--- src/rtl/nand_host_cfg.svh ---
// constants for the flash host controller: command codes, address layout, timing
// assumes a 20 MHz controller clock and an 8-bit flash port
`ifndef NAND_HOST_CFG_SVH
`define NAND_HOST_CFG_SVH

// command codes
`define CMD_READ1 8'h00
`define CMD_READ2 8'h30
`define CMD_COLR1 8'h05
`define CMD_COLR2 8'he0
`define CMD_CACHE_NEXT 8'h31
`define CMD_CACHE_LAST 8'h3f
`define CMD_PROG1 8'h80
`define CMD_PROG_2ND 8'h81
`define CMD_PROG_COL 8'h85
`define CMD_CONF_PROG 8'h10
`define CMD_CONF_CACHE 8'h15
`define CMD_CONF_MULTI 8'h11
`define CMD_COPY_RD2 8'h3a
`define CMD_COPY_PROG 8'h8c
`define CMD_MULTI_RD1 8'h60
`define CMD_ERASE1 8'h60
`define CMD_ERASE2 8'hd0
`define CMD_ID 8'h90
`define CMD_STATUS 8'h70
`define CMD_STATUS_MULTI 8'h71
`define CMD_RESET 8'hff
`define ID_ADDR_BYTE 8'h00

// address layout
`define COL_W 13
`define ROW_W 18
`define PAGE_W 6
`define LEN_W 13
`define DIST_BIT 6
`define HALF_BIT 17
`define ST_FAIL_BIT 0
`define AB_COL0 3'd0
`define AB_COL1 3'd1
`define AB_ROW0 3'd2
`define AB_ROW2 3'd4
`define AB_ID 3'd5

// timing: one strobe phase, and the wait before busy is trusted
`define CLK_PERIOD_NS 50
`define PHASE_NS 200
`define PHASE_CYC ((`PHASE_NS + `CLK_PERIOD_NS - 1) / `CLK_PERIOD_NS)
`define WB_TICKS 3'd2
`define FIFO_WIDTH 8
`define FIFO_DEPTH 8

`endif

--- src/rtl/nand_host_pkg.sv ---
// types of the flash host controller: requests, descriptors, pin bundle, state
// assumes nand_host_cfg.svh on the include path
`include "nand_host_cfg.svh"

package nand_host_pkg;

  typedef enum logic [4:0] {
    OP_READ, OP_READ_COL, OP_CACHE_NEXT, OP_CACHE_LAST, OP_MREAD_FIRST,
    OP_MREAD_SECOND, OP_PROG, OP_PROG_SECOND, OP_PROG_COL, OP_COPY_READ,
    OP_COPY_PROG, OP_ERASE, OP_ID, OP_STATUS, OP_STATUS_MULTI, OP_RESET, OP_DATA_OUT
  } op_t;

  typedef enum logic [1:0] {CONF_NONE, CONF_10, CONF_15, CONF_11} conf_t;
  typedef enum logic [1:0] {DIR_NONE, DIR_IN, DIR_OUT} dir_t;
  typedef enum logic [2:0] {S_IDLE, S_CMD1, S_ADDR, S_DATA, S_CMD2, S_WAITB, S_BUSY} state_t;

  typedef struct packed {
    op_t op;
    conf_t conf;
    logic [`COL_W-1:0] col;
    logic [`ROW_W-1:0] row;
    logic [`LEN_W-1:0] len;
  } req_t;

  typedef struct packed {
    logic has_cmd1;
    logic [7:0] cmd1;
    logic has_addr;
    logic [2:0] a_first;
    logic [2:0] a_last;
    dir_t dir;
    logic has_cmd2;
    logic [7:0] cmd2;
    logic wait_rdy;
  } desc_t;

  typedef struct packed {
    logic cle;
    logic ale;
    logic ce_n;
    logic we_n;
    logic re_n;
    logic wp_n;
    logic [7:0] dout;
    logic oe;
  } pins_t;

  typedef struct packed {
    state_t state;
    logic ph;
    desc_t d;
    req_t rq;
    logic [`LEN_W-1:0] cnt;
    logic [2:0] ab;
    logic [2:0] wbc;
    logic busy_s1;
    logic busy_s2;
    logic [7:0] din_s1;
    logic [7:0] din_s2;
    logic rd_ctx;
    logic cache_act;
    logic mp_open;
    logic mp_prog;
    logic prog_open;
    logic [`ROW_W-1:0] mp_row;
    logic [7:0] status;
    logic fail;
    logic err;
    logic done;
    logic [7:0] rd_data;
    logic rd_valid;
    pins_t pins;
  } ctl_t;

endpackage

--- src/rtl/nand_host_ctrl.sv ---
// host controller driving a nand flash over its strobe pins and 8-bit port
// assumes busy_flag_n is pulled up outside; port wire resolved outside from port_oe
`timescale 1ns/1ps
`default_nettype none

module nand_host_ctrl
  import nand_host_pkg::*;
#(
  parameter int PHASE_CYC = `PHASE_CYC,
  parameter int FIFO_DEPTH = `FIFO_DEPTH
) (
  input wire logic clock,
  input wire logic reset_n,
  input wire req_t req,
  input wire logic req_valid,
  output logic req_ready,
  output logic op_done,
  output logic op_refused,
  input wire logic write_allow,
  input wire logic [7:0] wr_data,
  input wire logic wr_valid,
  output logic wr_ready,
  output logic [7:0] rd_data,
  output logic rd_valid,
  output logic [7:0] status_byte,
  output logic status_fail,
  output logic cmd_latch_en,
  output logic addr_latch_en,
  output logic chip_select_n,
  output logic wr_strobe_n,
  output logic rd_strobe_n,
  output logic wr_protect_n,
  output logic [7:0] port_out,
  output logic port_oe,
  input wire logic [7:0] port_in,
  input wire logic busy_flag_n
);

  ////////////////////////////////////////////////////////////////////////
  // helpers

  ctl_t r, n;
  logic tick;
  logic [7:0] fifo_data;
  logic fifo_valid, fifo_ready;

  function automatic logic [7:0] addr_byte(input req_t q, input logic [2:0] idx);
    logic [7:0] b;
    b = `ID_ADDR_BYTE;
    unique case (idx)
      3'd0: b = q.col[7:0];
      3'd1: b = {3'h0, q.col[`COL_W-1:8]};
      3'd2: b = q.row[7:0];
      3'd3: b = q.row[15:8];
      3'd4: b = {6'h00, q.row[`ROW_W-1:16]};
      default: b = `ID_ADDR_BYTE;
    endcase
    return b;
  endfunction

  function automatic logic pair_ok(input logic [`ROW_W-1:0] a, input logic [`ROW_W-1:0] b);
    return (a[`DIST_BIT] != b[`DIST_BIT]) && (a[`HALF_BIT] == b[`HALF_BIT])
      && (a[`PAGE_W-1:0] == b[`PAGE_W-1:0]);
  endfunction

  // request to cycle descriptor
  function automatic desc_t desc_of(input req_t q);
    desc_t d;
    d = '0;
    d.has_cmd1 = 1'b1;
    unique case (q.op)
      OP_READ: begin
        d.cmd1 = `CMD_READ1; d.has_addr = 1'b1; d.a_first = `AB_COL0; d.a_last = `AB_ROW2;
        d.has_cmd2 = 1'b1; d.cmd2 = `CMD_READ2; d.wait_rdy = 1'b1;
      end
      OP_READ_COL: begin
        d.cmd1 = `CMD_COLR1; d.has_addr = 1'b1; d.a_first = `AB_COL0; d.a_last = `AB_COL1;
        d.has_cmd2 = 1'b1; d.cmd2 = `CMD_COLR2; d.dir = DIR_OUT;
      end
      OP_CACHE_NEXT: begin
        d.cmd1 = `CMD_CACHE_NEXT; d.wait_rdy = 1'b1;
      end
      OP_CACHE_LAST: begin
        d.cmd1 = `CMD_CACHE_LAST; d.wait_rdy = 1'b1;
      end
      OP_MREAD_FIRST: begin
        d.cmd1 = `CMD_MULTI_RD1; d.has_addr = 1'b1; d.a_first = `AB_ROW0; d.a_last = `AB_ROW2;
      end
      OP_MREAD_SECOND: begin
        d.cmd1 = `CMD_MULTI_RD1; d.has_addr = 1'b1; d.a_first = `AB_ROW0; d.a_last = `AB_ROW2;
        d.has_cmd2 = 1'b1; d.cmd2 = `CMD_READ2; d.wait_rdy = 1'b1;
      end
      OP_PROG, OP_PROG_SECOND, OP_COPY_PROG: begin
        d.cmd1 = (q.op == OP_PROG) ? `CMD_PROG1 :
          (q.op == OP_PROG_SECOND) ? `CMD_PROG_2ND : `CMD_COPY_PROG;
        d.has_addr = 1'b1; d.a_first = `AB_COL0; d.a_last = `AB_ROW2; d.dir = DIR_IN;
      end
      OP_PROG_COL: begin
        d.cmd1 = `CMD_PROG_COL; d.has_addr = 1'b1; d.a_first = `AB_COL0; d.a_last = `AB_COL1;
        d.dir = DIR_IN;
      end
      OP_COPY_READ: begin
        d.cmd1 = `CMD_READ1; d.has_addr = 1'b1; d.a_first = `AB_COL0; d.a_last = `AB_ROW2;
        d.has_cmd2 = 1'b1; d.cmd2 = `CMD_COPY_RD2; d.wait_rdy = 1'b1;
      end
      OP_ERASE: begin
        d.cmd1 = `CMD_ERASE1; d.has_addr = 1'b1; d.a_first = `AB_ROW0; d.a_last = `AB_ROW2;
        d.has_cmd2 = 1'b1; d.cmd2 = `CMD_ERASE2; d.wait_rdy = 1'b1;
      end
      OP_ID: begin
        d.cmd1 = `CMD_ID; d.has_addr = 1'b1; d.a_first = `AB_ID; d.a_last = `AB_ID;
        d.dir = DIR_OUT;
      end
      OP_STATUS: begin
        d.cmd1 = `CMD_STATUS; d.dir = DIR_OUT;
      end
      OP_STATUS_MULTI: begin
        d.cmd1 = `CMD_STATUS_MULTI; d.dir = DIR_OUT;
      end
      OP_RESET: begin
        d.cmd1 = `CMD_RESET; d.wait_rdy = 1'b1;
      end
      OP_DATA_OUT: begin
        d.has_cmd1 = 1'b0; d.dir = DIR_OUT;
      end
      default: d.has_cmd1 = 1'b0;
    endcase
    // confirm picked by request on program kinds
    if (d.dir == DIR_IN && q.conf != CONF_NONE) begin
      d.has_cmd2 = 1'b1;
      d.wait_rdy = 1'b1;
      d.cmd2 = (q.conf == CONF_10) ? `CMD_CONF_PROG :
        (q.conf == CONF_15) ? `CMD_CONF_CACHE : `CMD_CONF_MULTI;
    end
    return d;
  endfunction

  // next stage: 0 cmd1, 1 addr, 2 data in, 3 cmd2, 4 data out, 5 wait
  function automatic state_t after(input desc_t d, input logic [2:0] from);
    state_t s;
    s = S_IDLE;
    if (from < 3'd1 && d.has_addr) s = S_ADDR;
    else if (from < 3'd2 && d.dir == DIR_IN) s = S_DATA;
    else if (from < 3'd3 && d.has_cmd2) s = S_CMD2;
    else if (from < 3'd4 && d.dir == DIR_OUT) s = S_DATA;
    else if (from < 3'd5 && d.wait_rdy) s = S_WAITB;
    return s;
  endfunction

  ////////////////////////////////////////////////////////////////////////
  // sub modules

  phase_tick #(.DIV(PHASE_CYC)) u_tick (
    .clock(clock),
    .reset_n(reset_n),
    .tick(tick)
  );

  byte_fifo #(.WIDTH(`FIFO_WIDTH), .DEPTH(FIFO_DEPTH)) u_fifo (
    .clock(clock),
    .reset_n(reset_n),
    .in_data(wr_data),
    .in_valid(wr_valid),
    .in_ready(wr_ready),
    .out_data(fifo_data),
    .out_valid(fifo_valid),
    .out_ready(fifo_ready)
  );

  ////////////////////////////////////////////////////////////////////////
  // sequencer

  logic writes, bad;
  desc_t dq;
  assign dq = desc_of(req);
  assign writes = (req.op inside {OP_PROG, OP_PROG_SECOND, OP_PROG_COL, OP_COPY_PROG, OP_ERASE});
  assign req_ready = (r.state == S_IDLE);
  // pop a program byte at the falling write phase
  assign fifo_ready = (r.state == S_DATA) && (r.d.dir == DIR_IN) && !r.ph && tick;

  // request legality
  always_comb begin
    bad = 1'b0;
    // busy accepts only status and reset
    if (!r.busy_s2 && !(req.op inside {OP_STATUS, OP_STATUS_MULTI, OP_RESET})) bad = 1'b1;
    // no program or erase under protect
    if (writes && !write_allow) bad = 1'b1;
    // cached read must be closed first
    if (r.cache_act && (writes || req.op inside {OP_COPY_READ, OP_MREAD_FIRST})) bad = 1'b1;
    if (req.op inside {OP_CACHE_NEXT, OP_CACHE_LAST} && !r.rd_ctx) bad = 1'b1;
    if (req.op == OP_PROG_COL && !r.prog_open) bad = 1'b1;
    if (req.op == OP_PROG_SECOND && !(r.mp_prog && pair_ok(r.mp_row, req.row))) bad = 1'b1;
    if (req.op == OP_MREAD_SECOND && !(r.mp_open && pair_ok(r.mp_row, req.row))) bad = 1'b1;
    if (!dq.has_cmd1 && dq.dir == DIR_NONE) bad = 1'b1;
  end

  // next state of all controller state
  always_comb begin
    n = r;
    n.err = 1'b0;
    n.done = 1'b0;
    n.rd_valid = 1'b0;
    n.busy_s1 = busy_flag_n;
    n.busy_s2 = r.busy_s1;
    n.din_s1 = port_in;
    n.din_s2 = r.din_s1;
    unique case (r.state)
      S_IDLE: begin
        if (req_valid && bad) begin
          n.err = 1'b1;
        end else if (req_valid) begin
          n.rq = req;
          n.d = dq;
          n.ph = 1'b0;
          n.ab = dq.a_first;
          n.cnt = (req.op inside {OP_STATUS, OP_STATUS_MULTI}) ? `LEN_W'(1) : req.len;
          n.state = dq.has_cmd1 ? S_CMD1 : after(dq, 3'd3);
          if (req.op inside {OP_READ, OP_CACHE_NEXT}) n.rd_ctx = 1'b1;
          if (req.op == OP_CACHE_NEXT) n.cache_act = 1'b1;
          if (req.op inside {OP_READ, OP_CACHE_LAST, OP_RESET}) n.cache_act = 1'b0;
          if (req.op inside {OP_CACHE_LAST, OP_RESET, OP_COPY_READ, OP_MREAD_FIRST} || writes) begin
            n.rd_ctx = 1'b0;
          end
          if (!(req.op inside {OP_STATUS, OP_STATUS_MULTI, OP_DATA_OUT, OP_READ_COL})) begin
            n.mp_open = (req.op == OP_MREAD_FIRST);
            n.mp_prog = (req.op == OP_PROG) && (req.conf == CONF_11);
            n.prog_open = (dq.dir == DIR_IN) && (req.conf == CONF_NONE);
          end
          if (req.op == OP_MREAD_FIRST || req.conf == CONF_11) n.mp_row = req.row;
        end
      end
      S_CMD1, S_CMD2: begin
        if (tick && !r.ph) begin
          // address phase may leave ale high; a command needs it low
          n.pins.ale = 1'b0;
          n.pins.cle = 1'b1;
          n.pins.dout = (r.state == S_CMD1) ? r.d.cmd1 : r.d.cmd2;
          n.pins.oe = 1'b1;
          n.pins.we_n = 1'b0;
          n.ph = 1'b1;
        end else if (tick) begin
          n.pins.we_n = 1'b1;
          n.ph = 1'b0;
          n.state = after(r.d, (r.state == S_CMD1) ? 3'd0 : 3'd3);
        end
      end
      S_ADDR: begin
        if (tick && !r.ph) begin
          n.pins.cle = 1'b0;
          n.pins.ale = 1'b1;
          n.pins.dout = addr_byte(r.rq, r.ab);
          n.pins.oe = 1'b1;
          n.pins.we_n = 1'b0;
          n.ph = 1'b1;
        end else if (tick) begin
          n.pins.we_n = 1'b1;
          n.ph = 1'b0;
          n.ab = 3'(r.ab + 1'b1);
          if (r.ab == r.d.a_last) n.state = after(r.d, 3'd1);
        end
      end
      S_DATA: begin
        if (r.d.dir == DIR_IN) begin
          // data input stalls while the fifo is empty
          if (tick && !r.ph && fifo_valid) begin
            n.pins.cle = 1'b0;
            n.pins.ale = 1'b0;
            n.pins.dout = fifo_data;
            n.pins.oe = 1'b1;
            n.pins.we_n = 1'b0;
            n.ph = 1'b1;
          end else if (tick && r.ph) begin
            n.pins.we_n = 1'b1;
            n.ph = 1'b0;
            n.cnt = `LEN_W'(r.cnt - 1'b1);
            if (r.cnt == `LEN_W'(1)) n.state = after(r.d, 3'd2);
          end
        end else begin
          // one byte per read strobe, port released
          if (tick && !r.ph) begin
            n.pins.cle = 1'b0;
            n.pins.ale = 1'b0;
            n.pins.oe = 1'b0;
            n.pins.re_n = 1'b0;
            n.ph = 1'b1;
          end else if (tick) begin
            n.pins.re_n = 1'b1;
            n.ph = 1'b0;
            n.rd_data = r.din_s2;
            n.rd_valid = 1'b1;
            if (r.rq.op inside {OP_STATUS, OP_STATUS_MULTI}) begin
              n.status = r.din_s2;
              n.fail = r.din_s2[`ST_FAIL_BIT];
            end
            n.cnt = `LEN_W'(r.cnt - 1'b1);
            if (r.cnt == `LEN_W'(1)) n.state = after(r.d, 3'd4);
          end
        end
      end
      S_WAITB: begin
        n.pins.oe = 1'b0;
        n.pins.cle = 1'b0;
        if (tick) begin
          n.wbc = 3'(r.wbc + 1'b1);
          if (r.wbc == `WB_TICKS) begin
            n.wbc = '0;
            n.state = S_BUSY;
          end
        end
      end
      S_BUSY: begin
        if (r.busy_s2) n.state = after(r.d, 3'd5);
      end
      default: n.state = S_IDLE;
    endcase
    if (r.state != S_IDLE && n.state == S_IDLE) begin
      n.done = 1'b1;
      n.pins.oe = 1'b0;
      n.pins.cle = 1'b0;
      n.pins.ale = 1'b0;
      if (r.rq.op == OP_MREAD_SECOND) n.mp_open = 1'b0;
    end
    n.pins.ce_n = (n.state == S_IDLE);
    // write protect lifted on request or multi read
    n.pins.wp_n = write_allow || n.mp_open || (n.state != S_IDLE && n.rq.op == OP_MREAD_SECOND);
  end

  always_ff @(posedge clock) begin
    if (!reset_n) begin
      r <= '0;
      r.pins.ce_n <= 1'b1;
      r.pins.we_n <= 1'b1;
      r.pins.re_n <= 1'b1;
    end else begin
      r <= n;
    end
  end

  ////////////////////////////////////////////////////////////////////////
  // outputs

  assign op_done = r.done;
  assign op_refused = r.err;
  assign rd_data = r.rd_data;
  assign rd_valid = r.rd_valid;
  assign status_byte = r.status;
  assign status_fail = r.fail;
  assign cmd_latch_en = r.pins.cle;
  assign addr_latch_en = r.pins.ale;
  assign chip_select_n = r.pins.ce_n;
  assign wr_strobe_n = r.pins.we_n;
  assign rd_strobe_n = r.pins.re_n;
  assign wr_protect_n = r.pins.wp_n;
  assign port_out = r.pins.dout;
  assign port_oe = r.pins.oe;
endmodule // nand_host_ctrl

`default_nettype wire

--- src/rtl/phase_tick.sv ---
// strobe phase enable: one-cycle pulse every DIV clocks
// assumes a single clock domain
`timescale 1ns/1ps
`default_nettype none

module phase_tick
  import nand_host_pkg::*;
#(
  parameter int DIV = 4
) (
  input wire logic clock,
  input wire logic reset_n,
  output logic tick
);

  localparam int W = $clog2(DIV + 1);
  typedef struct packed {logic [W-1:0] cnt;} tick_st_t;
  tick_st_t r, n;

  // wrap counter
  always_comb begin
    n = r;
    n.cnt = tick ? '0 : W'(r.cnt + 1'b1);
  end

  always_ff @(posedge clock) begin
    if (!reset_n) begin
      r <= '0;
    end else begin
      r <= n;
    end
  end

  assign tick = (r.cnt == W'(DIV - 1));

endmodule // phase_tick

`default_nettype wire

--- src/rtl/byte_fifo.sv ---
// small fifo for program data, valid/ready on both sides
// assumes DEPTH is a power of two
`timescale 1ns/1ps
`default_nettype none

module byte_fifo
  import nand_host_pkg::*;
#(
  parameter int WIDTH = 8,
  parameter int DEPTH = 8
) (
  input wire logic clock,
  input wire logic reset_n,
  input wire logic [WIDTH-1:0] in_data,
  input wire logic in_valid,
  output logic in_ready,
  output logic [WIDTH-1:0] out_data,
  output logic out_valid,
  input wire logic out_ready
);

  localparam int AW = $clog2(DEPTH);
  typedef struct packed {
    logic [DEPTH-1:0][WIDTH-1:0] mem;
    logic [AW-1:0] wp;
    logic [AW-1:0] rp;
    logic [AW:0] cnt;
  } fifo_st_t;
  fifo_st_t r, n;
  logic push, pop;

  assign in_ready = (r.cnt != (AW+1)'(DEPTH));
  assign out_valid = (r.cnt != '0);
  assign out_data = r.mem[r.rp];
  assign push = in_valid && in_ready;
  assign pop = out_valid && out_ready;

  // pointer and count update
  always_comb begin
    n = r;
    if (push) begin
      n.mem[r.wp] = in_data;
      n.wp = AW'(r.wp + 1'b1);
    end
    if (pop) begin
      n.rp = AW'(r.rp + 1'b1);
    end
    if (push && !pop) begin
      n.cnt = (AW+1)'(r.cnt + 1'b1);
    end else if (pop && !push) begin
      n.cnt = (AW+1)'(r.cnt - 1'b1);
    end
  end

  always_ff @(posedge clock) begin
    if (!reset_n) begin
      r <= '0;
    end else begin
      r <= n;
    end
  end

endmodule // byte_fifo

`default_nettype wire

--- config.mk ---
export PLATFORM = sky130hd
export DESIGN_NAME = nand_host_ctrl
export DESIGN_NICKNAME = d
export VERILOG_FILES = /design/src/rtl/nand_host_pkg.sv /design/src/rtl/nand_host_ctrl.sv /design/src/rtl/phase_tick.sv /design/src/rtl/byte_fifo.sv
export VERILOG_INCLUDE_DIRS = /design/src /design/src/rtl
export SDC_FILE = /design/constraint.sdc
export NUM_CORES = 1
export LEC_CHECK = 0
export BUFFER_PORTS_ARGS = -buffer_cell sky130_fd_sc_hd__buf_2
export CAP_MARGIN = 20
export CORE_MARGIN = 4
export CORE_UTILIZATION = 53
export CTS_CLUSTER_DIAMETER = 200
export DETAILED_ROUTE_END_ITERATION = 7
export HOLD_SLACK_MARGIN = 0.06
export PLACE_DENSITY = 0.76
export SYNTH_ARGS = -nofsm -noshare
export SYNTH_HDL_FRONTEND = slang
export SYNTH_SLANG_ARGS = --single-unit
--- constraint.sdc ---
create_clock -name clock -period 2.6 [get_ports clock]
set_input_delay 0.39 -clock clock [delete_from_list [all_inputs] [get_ports clock]]
set_output_delay 0.39 -clock clock [all_outputs]
set_load 0.01 [all_outputs]
==> results of run 1 <==
state kept, by name, summed over array words and instances, names as in the netlist:
signal,flops
wr_strobe_n,1
r,102
rd_valid,1
chip_select_n,1
n,9
rd_data,8
op_done,1
port_oe,1
wr_protect_n,1
port_out,8
addr_latch_en,1
rd_strobe_n,1
op_refused,1
cmd_latch_en,1
status_byte,8
u_fifo.r,74
u_tick.r,3
kinds of logic after synthesis:
logic type	Yosys count	synth area share [%]
adders and majority gates	15	1.829
xor gates and xnor gates	27	2.216
DFF	222	41.65
muxes	115	12.77
buffers and inverters	134	6.250
AOI/OAI and AO/OA	243	14.27
and+or+nand+nor	474	21.01
layer usage:
layer / GRT usage [%] / vias to the layer above / routed length (um)
met2: 37.44 / 316 / 12490
li1: - / 4426 / -
met5: 0 / - / 0
met4: 6.725 / 0 / 723
met3: 3.695 / 56 / 1623
met1: 34.38 / 4338 / 12480
critical path: cells and delay by family, from the launching register on:
family / cells / cell delay, ps
buf+inv: 1 / 60
simple gates: 3 / 840
flops: 1 / 330
compound gates: 3 / 420
xor+xnor: 1 / 80
fa+ha+maj: 4 / 730
report_power, final:
| group | internal (mW) | switching, mW |
|---|---|---|
| sequential | 3.50 | 0.0712 |
| clock | 1.93 | 1.37 |
| combinational | 0.339 | 0.443 |
how the worst max path moves through the flow:
stage / end / slack, ps / cells after the start / from
6_report: u_fifo.r[3]$_SDFFE_PN0P_ / 80 / 12 / u_tick.r[0]$_SDFF_PP0_
3_3_place_gp: u_fifo.r[3]$_SDFFE_PN0P_ / 100 / 12 / u_tick.r[0]$_SDFF_PP0_
4_1_cts: u_fifo.r[3]$_SDFFE_PN0P_ / 40 / 12 / u_tick.r[0]$_SDFF_PP0_
3_5_place_dp: u_fifo.r[3]$_SDFFE_PN0P_ / 40 / 12 / u_tick.r[0]$_SDFF_PP0_
5_1_grt: u_fifo.r[3]$_SDFFE_PN0P_ / -50 / 12 / u_tick.r[0]$_SDFF_PP0_
2_1_floorplan: u_fifo.r[3]$_SDFFE_PN0P_ / 10 / 12 / r[175]$_SDFF_PN0_
cell usage in the layout, fill, tap and decap left out, drive strengths merged, types with 15 or more instances in the layout:
cell	netlist	layout
and2	24	24
a21oi	113	113
mux2i	90	90
o21ai	35	35
nor2b	19	19
clkbuf	59	32
nor2	162	162
buf	58	169
inv	14	16
mux4	16	16
dfxtp	222	222
nand3	23	23
nand2	151	151
nor3	26	26
xnor2	15	15
area by class of cell:
cell class                      instances  area, um^2  area share, %
Clock buffer                           32       680.7          5.547
Timing Repair Buffer                  169        1059          8.627
Clock inverter                          8       82.58         0.6730
Sequential cell                       222        4448          36.25
Inverter                               17       68.82         0.5608
Tap cell                              265       331.6          2.702
Multi-Input combinational cell        874        5600          45.64
through the flow:
stage / setup TNS, ps / utilization, % / hold WS, ps / instance area [um^2]
global route: -50.37 / 62.43 / 72.11 / 12270
global placement: 0 / 58.47 / 405.0 / 11490
CTS: 0 / 62.35 / 62.69 / 12250
floorplan: 0 / - / 399.2 / 10710
finish: 0 / 62.43 / 71.11 / 12270
detailed placement: 0 / 58.47 / 418.3 / 11490
==> impl_summary.md, run 1 <==
Yosys
The sequential area share after synthesis is a little over two fifths. For this run, the leading register cell type out of synthesis is sky130_fd_sc_hd__dfxtp_1. The number of warnings printed during yosys synthesis is 0. Yosys attributes the largest share of cell area to sky130_fd_sc_hd__dfxtp_1 42%, sky130_fd_sc_hd__mux2i_1 8.4%, sky130_fd_sc_hd__nor2_1 5.6%. The netlist area before placement is 0.01067 mm^2. The share of Yosys cell area claimed by the top area cell type is a little over two fifths. The number of storage elements in the synthesis netlist is 222.

The count of flip-flops with a built-in enable after synthesis is 0. The most common cell in the synthesized netlist is sky130_fd_sc_hd__dfxtp_1. The count of unique library cells instantiated by Yosys is ~80. After synthesis, the share of flip-flops with an asynchronous set or reset is 0%. Sorting the synthesized cells by how often they occur yields 222 x sky130_fd_sc_hd__dfxtp_1, 160 x sky130_fd_sc_hd__nor2_1, 151 x sky130_fd_sc_hd__nand2_1. The most area-hungry cell type in the Yosys netlist is sky130_fd_sc_hd__dfxtp_1. Averaged over all synthesized cells, the footprint is roughly 8.7 um^2. In the synthesized netlist, the number of instances is about 1200.

The post-synthesis net count is between 1000 and 1500.

Worst setup path
The number of cells on the worst reg-to-reg path is 12. The worst register-to-register path ends at u_fifo.r[3]$_SDFFE_PN0P_. The data required time at the worst endpoint is approximately 3100 ps.

The critical path is of the reg2reg type. The category of the worst setup path launch point is a flip-flop. The setup slack of the worst register-to-register path is between 80 and 90 ps.

On the critical path, the stage with the largest delay is an instance of sky130_fd_sc_hd__or4_4. In this run the critical register-to-register path is launched from u_tick.r[0]$_SDFF_PP0_. Traced cell by cell, the critical path runs through ha_1 -> ha_2 -> nand2b_1 -> or4_4 -> ha_4 -> inv_4 -> ha_1 -> a21o_1 -> a21oi_2 -> xnor2_1 -> or3_1 -> a21oi_2. The critical path's largest stage delay is ~440 ps.

Data arrives at the worst endpoint at slightly below 3000 ps. The worst setup path is captured at a flip-flop. Along the worst path, the maximum fanout reaches 3.

CTS
Buffers added to address setup during post-CTS repair amount to 0. The maximum count of clock buffers along a single path is 3. The number of levels in the clock H-tree is 1.

The number of clock buffers added by TritonCTS is 24. The number of cells upsized or downsized after cts is 0. The number of buffers added to fix hold violations after cts is 0. The TritonCTS sink count is 222. The clock tree from TritonCTS is done. After clock tree synthesis, the clock-pin slew on the worst setup and hold paths is roughly 60 ps. The latest clock arrival within the worst-skew pair is 530 ps. The root buffer cell chosen for the clock tree is sky130_fd_sc_hd__clkbuf_16.

Global routing
The wire length of the first global-routing pass is ~44000 um. The aggregate global-route resource usage is a little under a quarter. The total congestion overflow is 0. The pin count of the biggest net entering global routing is 91. The via count of the first global-routing pass is roughly 8500.

The initial antenna violation count is 0.

Route
For this run, design rule violations remaining after detail routing come to 0. The total routed wirelength is roughly 27000 um. In this run, the number of DRC markers left after iteration 0 of detailed routing was 840.

The number of search-and-repair iterations in the first detailed-routing pass is 6. The number of nets with antenna violations after detailed routing is 0. The via density per instance is between 5 and 6. The total via count after detailed routing is 9136. The routed wirelength normalized by instance count is roughly 17 um.

Hold path
The origin of the worst min-delay path is port_in[0]. The path category of the worst min-delay check is in2reg. The worst hold path passes through 2 cells. The hold-critical path endpoint is n[58]$_SDFF_PN0_.

Placement
Prior to clock tree synthesis, the placed netlist has a worst setup slack of roughly 36 ps. The estimated wirelength of the detail-placed design is approximately 19000 um. Including well taps, the total number of placed cells is ~1500.

The placer's final routability congestion estimate is 0.9308. The port buffer count is 109.

Timing
The hold violation total from the final report is 0. Setup repair after global routing could not meet its margin everywhere. The count of final setup violators is 0. The relative max-transition margin is between 50% and 60%. Derived from the worst setup path, the maximum achievable clock frequency is between 300 and 400 MHz.

The least setup slack across all paths after layout is roughly 82 ps. At the pin with the least slew margin, the transition time is about 700 ps. The final worst-path cycle share is 96.86%. The worst setup skew after layout is roughly 21 ps. The smallest clock period supported by the final layout is computed as 2518 ps. The count of final max-slew check failures was 0.

Power
Total power for the finished layout comes to ~7.6 mW. The total power per unit cell area is between 600 and 700 mW/mm^2. VDD sags by at most between 0.0004 and 0.0005 V. In this run the static leakage power is 5.039 nW.

Die
The area inside the core boundary is roughly 0.020 mm^2. The die boundary width is approximately 150 um. The die outline area is 0.02247 mm^2.

The number of top-level pins is 110. The initialized floorplan defines about 50 standard-cell rows. The starting density of the core is between 50% and 60%.

The die boundary height is roughly 150 um.

Cells and area
The number of filler cells placed in the layout is 1736. The final net count is between 1000 and 1500. The fraction of final layout cells sized beyond drive strength 1 is ~20%. Compared with the post-synthesis result, the final layout area differs by 15.00%. The repair_antennas step left the layout with diodes totalling 0. The final instance count without filler cells is 1587.

Run
The tool flagged a number of max-cap violations equal to 0.

Outcome
The run finished with clean final reports.
(Power assumes the default switching activity.)
==> run 2, diff against run 1 <==
--- a/constraint.sdc
+++ b/constraint.sdc
@@ -3,2 +3,2 @@
 set_output_delay 0.39 -clock clock [all_outputs]
-set_load 0.01 [all_outputs]
+set_load 0.1 [all_outputs]
==> run 2 against run 1 <==
Effect of this change:
- die area unchanged
- sequential cell count unchanged
- hold slack better by 0.52 ps
- largest cell class unchanged
- largest power group is now clock
- highest routed layer unchanged
==> impl_summary.md, run 2 (synthesis gave the netlist of run 1 again) <==
Outcome
The flow ran to the end, and the final reports show no timing, DRC or antenna violations.

Placement
The estimated wirelength of the detail-placed design was 19070 um (+0.15%). The port buffer count was 109 (unchanged). The post-place instance area is 0.01160 mm^2 (+0.96%). The placer's final routability congestion estimate is 0.9744 (+4.7%).

Cells and area
In the layout the commonest cells are 219 x sky130_fd_sc_hd__dfxtp_1, 160 x sky130_fd_sc_hd__nor2_1, 150 x sky130_fd_sc_hd__nand2_1. The utilization after layout is 63.90% (+1.5 points). Compared with the post-synthesis result, the final layout area differs by 17.71%.

The diode insertion count for antenna repair is 0 (unchanged). The fraction of final layout cells sized beyond drive strength 1 is 21.24% (+0.96 points). The total non-filler cell area in the finished layout is 0.01256 mm^2 (+2.4%).

The library cell used most frequently in the layout, excluding fill and tap cells, is sky130_fd_sc_hd__dfxtp_1. The final net count is 1412 (+1.1%). The top register by number of flip-flops is r.

The flip-flop count of the largest register, all copies and words added is 102 (unchanged). The number of filler cells placed in the layout is 1649 (-5.0%).

Worst setup path
The data required time at the worst endpoint is 3060 ps (about the same). The start-to-end type of the worst setup path is reg2reg. The worst setup path is launched from a flip-flop. STA classifies the critical path endpoint as a flip-flop. The maximum fanout along the worst path is 3 (unchanged).

Among all stages on the critical path, the largest delay is contributed by sky130_fd_sc_hd__or4_4. The critical path's largest stage delay is 450 ps (about the same). The data arrival time of the critical path is 2980 ps (about the same). The cell that appears most often on the critical path is sky130_fd_sc_hd__ha_1. The critical path goes through ha_1 -> ha_2 -> nand2b_1 -> or4_4 -> ha_4 -> inv_4 -> ha_1 -> a21o_1 -> a21oi_2 -> xnor2_1 -> or3_1 -> a21oi_1.

CTS
The maximum count of clock buffers along a single path is 3 (unchanged). The number of buffers created by CTS is 25 (+4.2%). The latest clock arrival within the worst-skew pair is 530 ps (about the same). The library cell used as clock root buffer is sky130_fd_sc_hd__clkbuf_16.

The number of levels in the clock H-tree is 1 (unchanged). The clock edge transition at the registers on the reported setup and hold paths came to 60 ps (about the same). The clock tree from TritonCTS is done.

The TritonCTS sink count came to 222 (unchanged).

Hold path
The worst hold path belongs to the class in2reg.

Route
The number of search-and-repair iterations in the first detailed-routing pass is 6 (unchanged). The routed wirelength normalized by instance count was 17.13 um (-0.46%). The number of design-rule violations left by the first detailed-router iteration is 850 (+1.2%). The number of remaining DRC errors was 0 (unchanged). The total via count after detailed routing is 9209 (+0.80%). The total routed wirelength is 27530 um (+0.79%). The number of nets with antenna violations after detailed routing is 0 (unchanged). The via density per instance is 5.731 (-0.46%).

Die
The starting density of the core is 54.29% (unchanged). The standard-cell row count was 51 (unchanged). The die boundary height was 149.9 um (unchanged).

The die boundary width was 149.9 um (unchanged). The area inside the core boundary is 0.01965 mm^2 (unchanged). The number of top-level pins is 110 (unchanged).

The die outline area is 0.02247 mm^2 (unchanged).

Power
The total power per unit cell area is 665.7 mW/mm^2 (+6.8%). The static leakage was 5.188 nW (+3.0%). The largest vdd supply drop was 0.0004788 V (-1.5%).

Timing
The clock period minus final worst setup slack is 2515 ps (-3.571 ps). Setup repair after global routing could not meet its margin everywhere. The worst setup skew after layout was 10.82 ps (-10.41 ps). The count of final max-slew check failures is 0 (unchanged).

The final worst-path cycle share was 96.72% (-0.14 points). The highest attainable clock frequency is 397.6 MHz (+0.14%). The count of final setup violators is 0 (unchanged). The relative max-transition margin came to 28.44% (-25 points).

The pin slew with the least headroom to its limit is 1068 ps (+370.7 ps). The setup TNS is 0 ps (unchanged). The hold violation total from the final report is 0 (unchanged).

Global routing
The via count of the first global-routing pass is 8656 (+1.5%). The total congestion overflow came to 0 (unchanged). The initial antenna violation count was 0 (unchanged).

The wire length of the first global-routing pass is 44500 um (+1.1%). The aggregate global-route resource usage is 24.13% (+0.21 points). The pin count of the biggest net entering global routing came to 70 (-23%).

Run
The number of maximum-capacitance constraint violations is 0 (unchanged).
==> run 2: final timing paths <==
path              depth (start not counted)  slack (ps)                       end                   start
setup / recovery                         12          90  u_fifo.r[3]$_SDFFE_PN0P_  u_tick.r[0]$_SDFF_PP0_
hold / removal                            2          70          n[74]$_SDFF_PN0_             busy_flag_n
setup reg to reg                         12          90  u_fifo.r[3]$_SDFFE_PN0P_  u_tick.r[0]$_SDFF_PP0_
hold reg to reg                           1         400    u_tick.r[0]$_SDFF_PP0_  u_tick.r[0]$_SDFF_PP0_
==> run 2: critical path: cells and delay by family (launching register included) <==
| family | cells | cell delay, ps |
|---|---|---|
| AND/OR/NAND/NOR | 3 | 830 |
| flip-flops | 1 | 330 |
| buffers and inverters | 1 | 60 |
| XOR/XNOR | 1 | 80 |
| AO/OA/AOI/OAI | 3 | 410 |
| adder cells (fa/ha/maj) | 4 | 730 |
==> run 2: metrics by stage <==
step	setup WS [ps]	instances	power, mW	hold slack, ps
after detailed placement	12.93	1560	4.485	419.0
after global routing	-57.08	1607	8.637	74.62
after global placement	75.79	1560	4.469	407.6
after floorplan	11.22	1230	4.205	399.2
final	85.22	1607	8.361	71.64
after CTS	45.63	1607	8.418	63.11
==> run 2: power breakdown <==
group	total (mW)	leakage (nW)	internal [mW]	switching (mW)
clock	3.93	0.448	2.49	1.44
sequential	3.56	1.80	3.50	0.0678
combinational	0.867	2.94	0.361	0.506
total	8.36	5.19	6.35	2.01
==> run 2: final cells by class <==
cell class	instances	area (um^2)	area share [%]
Multi-Input combinational cell	874	5602	44.60
Inverter	17	68.82	0.5479
Timing Repair Buffer	184	1176	9.364
Clock buffer	32	691.9	5.509
Sequential cell	222	4448	35.42
Clock inverter	13	241.5	1.923
Tap cell	265	331.6	2.640
==> run 2: metal layers <==
metal | track usage, % | part of all wire, %
met1 | 34.47 | 45
met2 | 38.59 | 46
met4 | 6.130 | 2.4
met3 | 3.392 | 6.4
met5 | 0 | 0
==> run 2: what timing repair did <==
item	CTS	global route
gates resized for setup	1	1
endpoints found under the hold margin	2	0
buffers inserted	0	0
hold buffers	2	0
endpoints found under the setup margin	1	3
pin swaps	0	0
==> run 3, diff against run 2 <==
- CORE_UTILIZATION: 53 -> 55
- PLACE_DENSITY: 0.76 -> 0.75
- clock period: 2.6 -> 2.8 ns (I/O delays scaled with it)
==> run 3 against run 2 <==
Effect of this change:
- hold slack better by 51 ps
- worst setup slack better by 2.1 ps
- sequential power shrank 6.7%
- critical path type unchanged
- largest cell class unchanged
- critical path depth unchanged
- highest routed layer unchanged
- die area decreased by 3.4%
- combinational power fell by 9.0%
- largest power group is now registers
- design area decreased by 2.2%
- first-iteration DRC count down 21%
- maximum frequency decreased by 7.3%
- register-to-register slack is essentially flat
==> impl_summary.md, run 3 (synthesis gave the netlist of run 1 again) <==
Outcome
The flow ran to the end, and the final reports show no timing, DRC or antenna violations.

Route
The routed wirelength normalized by instance count was 16.67 um (-2.7%). The number of remaining DRC errors is 0 (unchanged). The total via count after detailed routing is 9058 (-1.6%). The total routed wirelength is 26270 um (-4.6%).

The number of design-rule violations left by the first detailed-router iteration is 672 (-21%). The number of nets with antenna violations after detailed routing is 0 (unchanged). The number of search-and-repair iterations in the first detailed-routing pass is 5 (-1).

The via density per instance is 5.747 (+0.30%).

CTS
The TritonCTS sink count came to 222 (unchanged). The maximum count of clock buffers along a single path is 3 (unchanged). The number of buffers added to fix hold violations after cts is 0 (-2). The number of levels in the clock H-tree is 1 (unchanged). The latest clock arrival within the worst-skew pair is 520 ps (about the same). The library cell used as clock root buffer is sky130_fd_sc_hd__clkbuf_16.

The clock edge transition at the registers on the reported setup and hold paths is 60 ps (about the same). The clock tree from TritonCTS is done. The number of buffers created by CTS is 24 (-4.0%).

Cells and area
The fraction of final layout cells sized beyond drive strength 1 is 19.98% (-1.3 points). In the layout the commonest cells are 221 x sky130_fd_sc_hd__dfxtp_1, 160 x sky130_fd_sc_hd__nor2_1, 150 x sky130_fd_sc_hd__nand2_1. The final net count came to 1389 (-1.6%).

The number of filler cells placed in the layout is 1637 (-0.73%). The library cell used most frequently in the layout, excluding fill and tap cells, is sky130_fd_sc_hd__dfxtp_1. The total non-filler cell area in the finished layout came to 0.01229 mm^2 (-2.2%).

The multi-input combinational cell area came to 0.005648 mm^2 (+0.83%). The flip-flop count of the largest register, all copies and words added is 102 (unchanged). The area growth from synthesis to final layout is 15.14%. Ranked by flip-flop count, first place goes to r. The area occupied by registers was 0.004446 mm^2 (about the same). The diode insertion count for antenna repair was 0 (unchanged).

Worst setup path
On the critical path, the stage with the largest delay is an instance of sky130_fd_sc_hd__or4_4. The data required time at the worst endpoint is 3250 ps (+190 ps). The worst setup path is launched from a flip-flop.

The start of the worst register-to-register path is u_tick.r[1]$_SDFF_PP0_. The critical path depth in cells is 12 (unchanged). The critical path's largest stage delay is 510 ps (+60 ps).

The start-to-end type of the worst setup path is reg2reg. The data arrival time of the critical path came to 3160 ps (+180 ps). In this run the critical register-to-register path is captured at u_fifo.r[3]$_SDFFE_PN0P_. The critical path launch point is u_tick.r[1]$_SDFF_PP0_. Grouping stages by cell kind, the critical path spends the most delay in simple AND/OR/NAND/NOR gates. Walking the worst path, the cells encountered are ha_4 -> ha_4 -> nand2b_4 -> or4_4 -> ha_4 -> inv_4 -> ha_1 -> a21o_1 -> a21oi_2 -> xnor2_2 -> or3_4 -> a21oi_2.

The number of buffer and inverter stages on the critical path is 1 (unchanged). The depth of the worst register-to-register path is 12 (unchanged). STA classifies the critical path endpoint as a flip-flop. Following the worst setup path forward leads to its endpoint at u_fifo.r[3]$_SDFFE_PN0P_.

The maximum fanout along the worst path is 3 (unchanged). The setup slack of the worst register-to-register path came to 90 ps (about the same). Among the stages of the critical path, the cell type that occurs most often is sky130_fd_sc_hd__ha_4.

Timing
The setup TNS is 0 ps (unchanged). The worst setup skew after layout is 19.32 ps (+8.501 ps). The count of final max-slew check failures is 0 (unchanged).

The final worst-path cycle share is 96.88% (+0.16 points). The clock period minus final worst setup slack is 2713 ps (+197.9 ps). The highest attainable clock frequency came to 368.6 MHz (-7.3%). The count of final setup violators is 0 (unchanged). The worst hold margin is 123.0 ps (+51.37 ps). The relative max-transition margin was 54.57% (+26 points). The hold violation total from the final report is 0 (unchanged). The pin slew with the least headroom to its limit came to 677.9 ps (-389.7 ps).

Die
The die outline area was 0.02169 mm^2 (-3.4%). The die boundary height is 147.3 um (-1.7%). The standard-cell row count came to 50 (-2.0%). The number of top-level pins came to 110 (unchanged). The starting density of the core came to 56.48% (+2.2 points). The die boundary width is 147.3 um (-1.7%). The area inside the core boundary is 0.01889 mm^2 (-3.9%).

Run
The number of maximum-capacitance constraint violations is 0 (unchanged).

Hold path
The number of cells on the worst hold path is 2 (unchanged). In this run the worst hold path is classified as in2reg.

Placement
The placer's final routability congestion estimate is 0.8898 (-8.7%). The estimated wirelength of the detail-placed design is 18210 um (-4.5%). The post-place instance area is 0.01139 mm^2 (-1.8%).

The port buffer count is 109 (unchanged).

Power
The final total power came to 7.322 mW (-12%). The total power per unit cell area is 596.0 mW/mm^2 (-10%). The largest vdd supply drop is 0.0005151 V (+7.6%). The static leakage is 5.038 nW (-2.9%).

Global routing
The pin count of the biggest net entering global routing came to 69 (-1.4%). The total congestion overflow is 0 (unchanged). The via count of the first global-routing pass is 8608 (-0.55%). The wire length of the first global-routing pass is 42660 um (-4.1%).

The initial antenna violation count is 0 (unchanged). The aggregate global-route resource usage was 23.38% (-0.74 points).
## run 3: timing repair
| item | 4_1_cts | 5_1_grt |
|---|---|---|
| setup buffers | 0 | 2 |
| pin swaps | 1 | 6 |
| resized for setup | 3 | 12 |
| setup endpoints to repair | 1 | 1 |
| gates cloned | 0 | 0 |
## run 3: power breakdown
group | internal (mW) | switching (mW) | leakage, nW
Clock | 1.97 | 1.24 | 0.396
Sequential | 3.25 | 0.0733 | 1.80
Combinational | 0.331 | 0.458 | 2.84
Total | 5.55 | 1.77 | 5.04
## run 3: metrics by stage
step	utilization, %	std cells	setup slack, ps
5_1_grt	65.03	1576	-12.57
2_1_floorplan	-	1230	8.312
6_report	65.03	1576	87.32
3_3_place_gp	60.28	1533	55.03
3_5_place_dp	60.28	1533	9.668
4_1_cts	64.62	1574	46.77
## run 3: worst min-delay path by stage
stage | slack [ps] | start | end
detailed placement | 420 | n[58]$_SDFF_PN0_ | r[58]$_SDFF_PN0_
global placement | 410 | u_tick.r[0]$_SDFF_PP0_ | u_tick.r[0]$_SDFF_PP0_
floorplan | 400 | u_tick.r[0]$_SDFF_PP0_ | u_tick.r[0]$_SDFF_PP0_
finish | 120 | port_in[0] | n[58]$_SDFF_PN0_
global route | 120 | port_in[1] | n[59]$_SDFF_PN0_
CTS | 110 | port_in[0] | n[58]$_SDFF_PN0_
## run 3: per-layer routing
| metal | wire length, um | vias up | GRT usage, % |
|---|---|---|---|
| li1 | - | 4400 | - |
| met4 | 789 | 0 | 7.316 |
| met3 | 1522 | 65 | 3.300 |
| met5 | 0 | - | 0 |
| met2 | 12620 | 305 | 39.82 |
| met1 | 11340 | 4288 | 30.92 |
## run 3: area by class of cell
cell class / instances / area share, %
clock buffers: 32 / 5.550
inverters: 17 / 0.5601
clock inverters: 9 / 0.9981
multi-input cells: 874 / 45.97
flip-flops and latches: 222 / 36.19
repair buffers: 162 / 8.086
well taps: 260 / 2.648
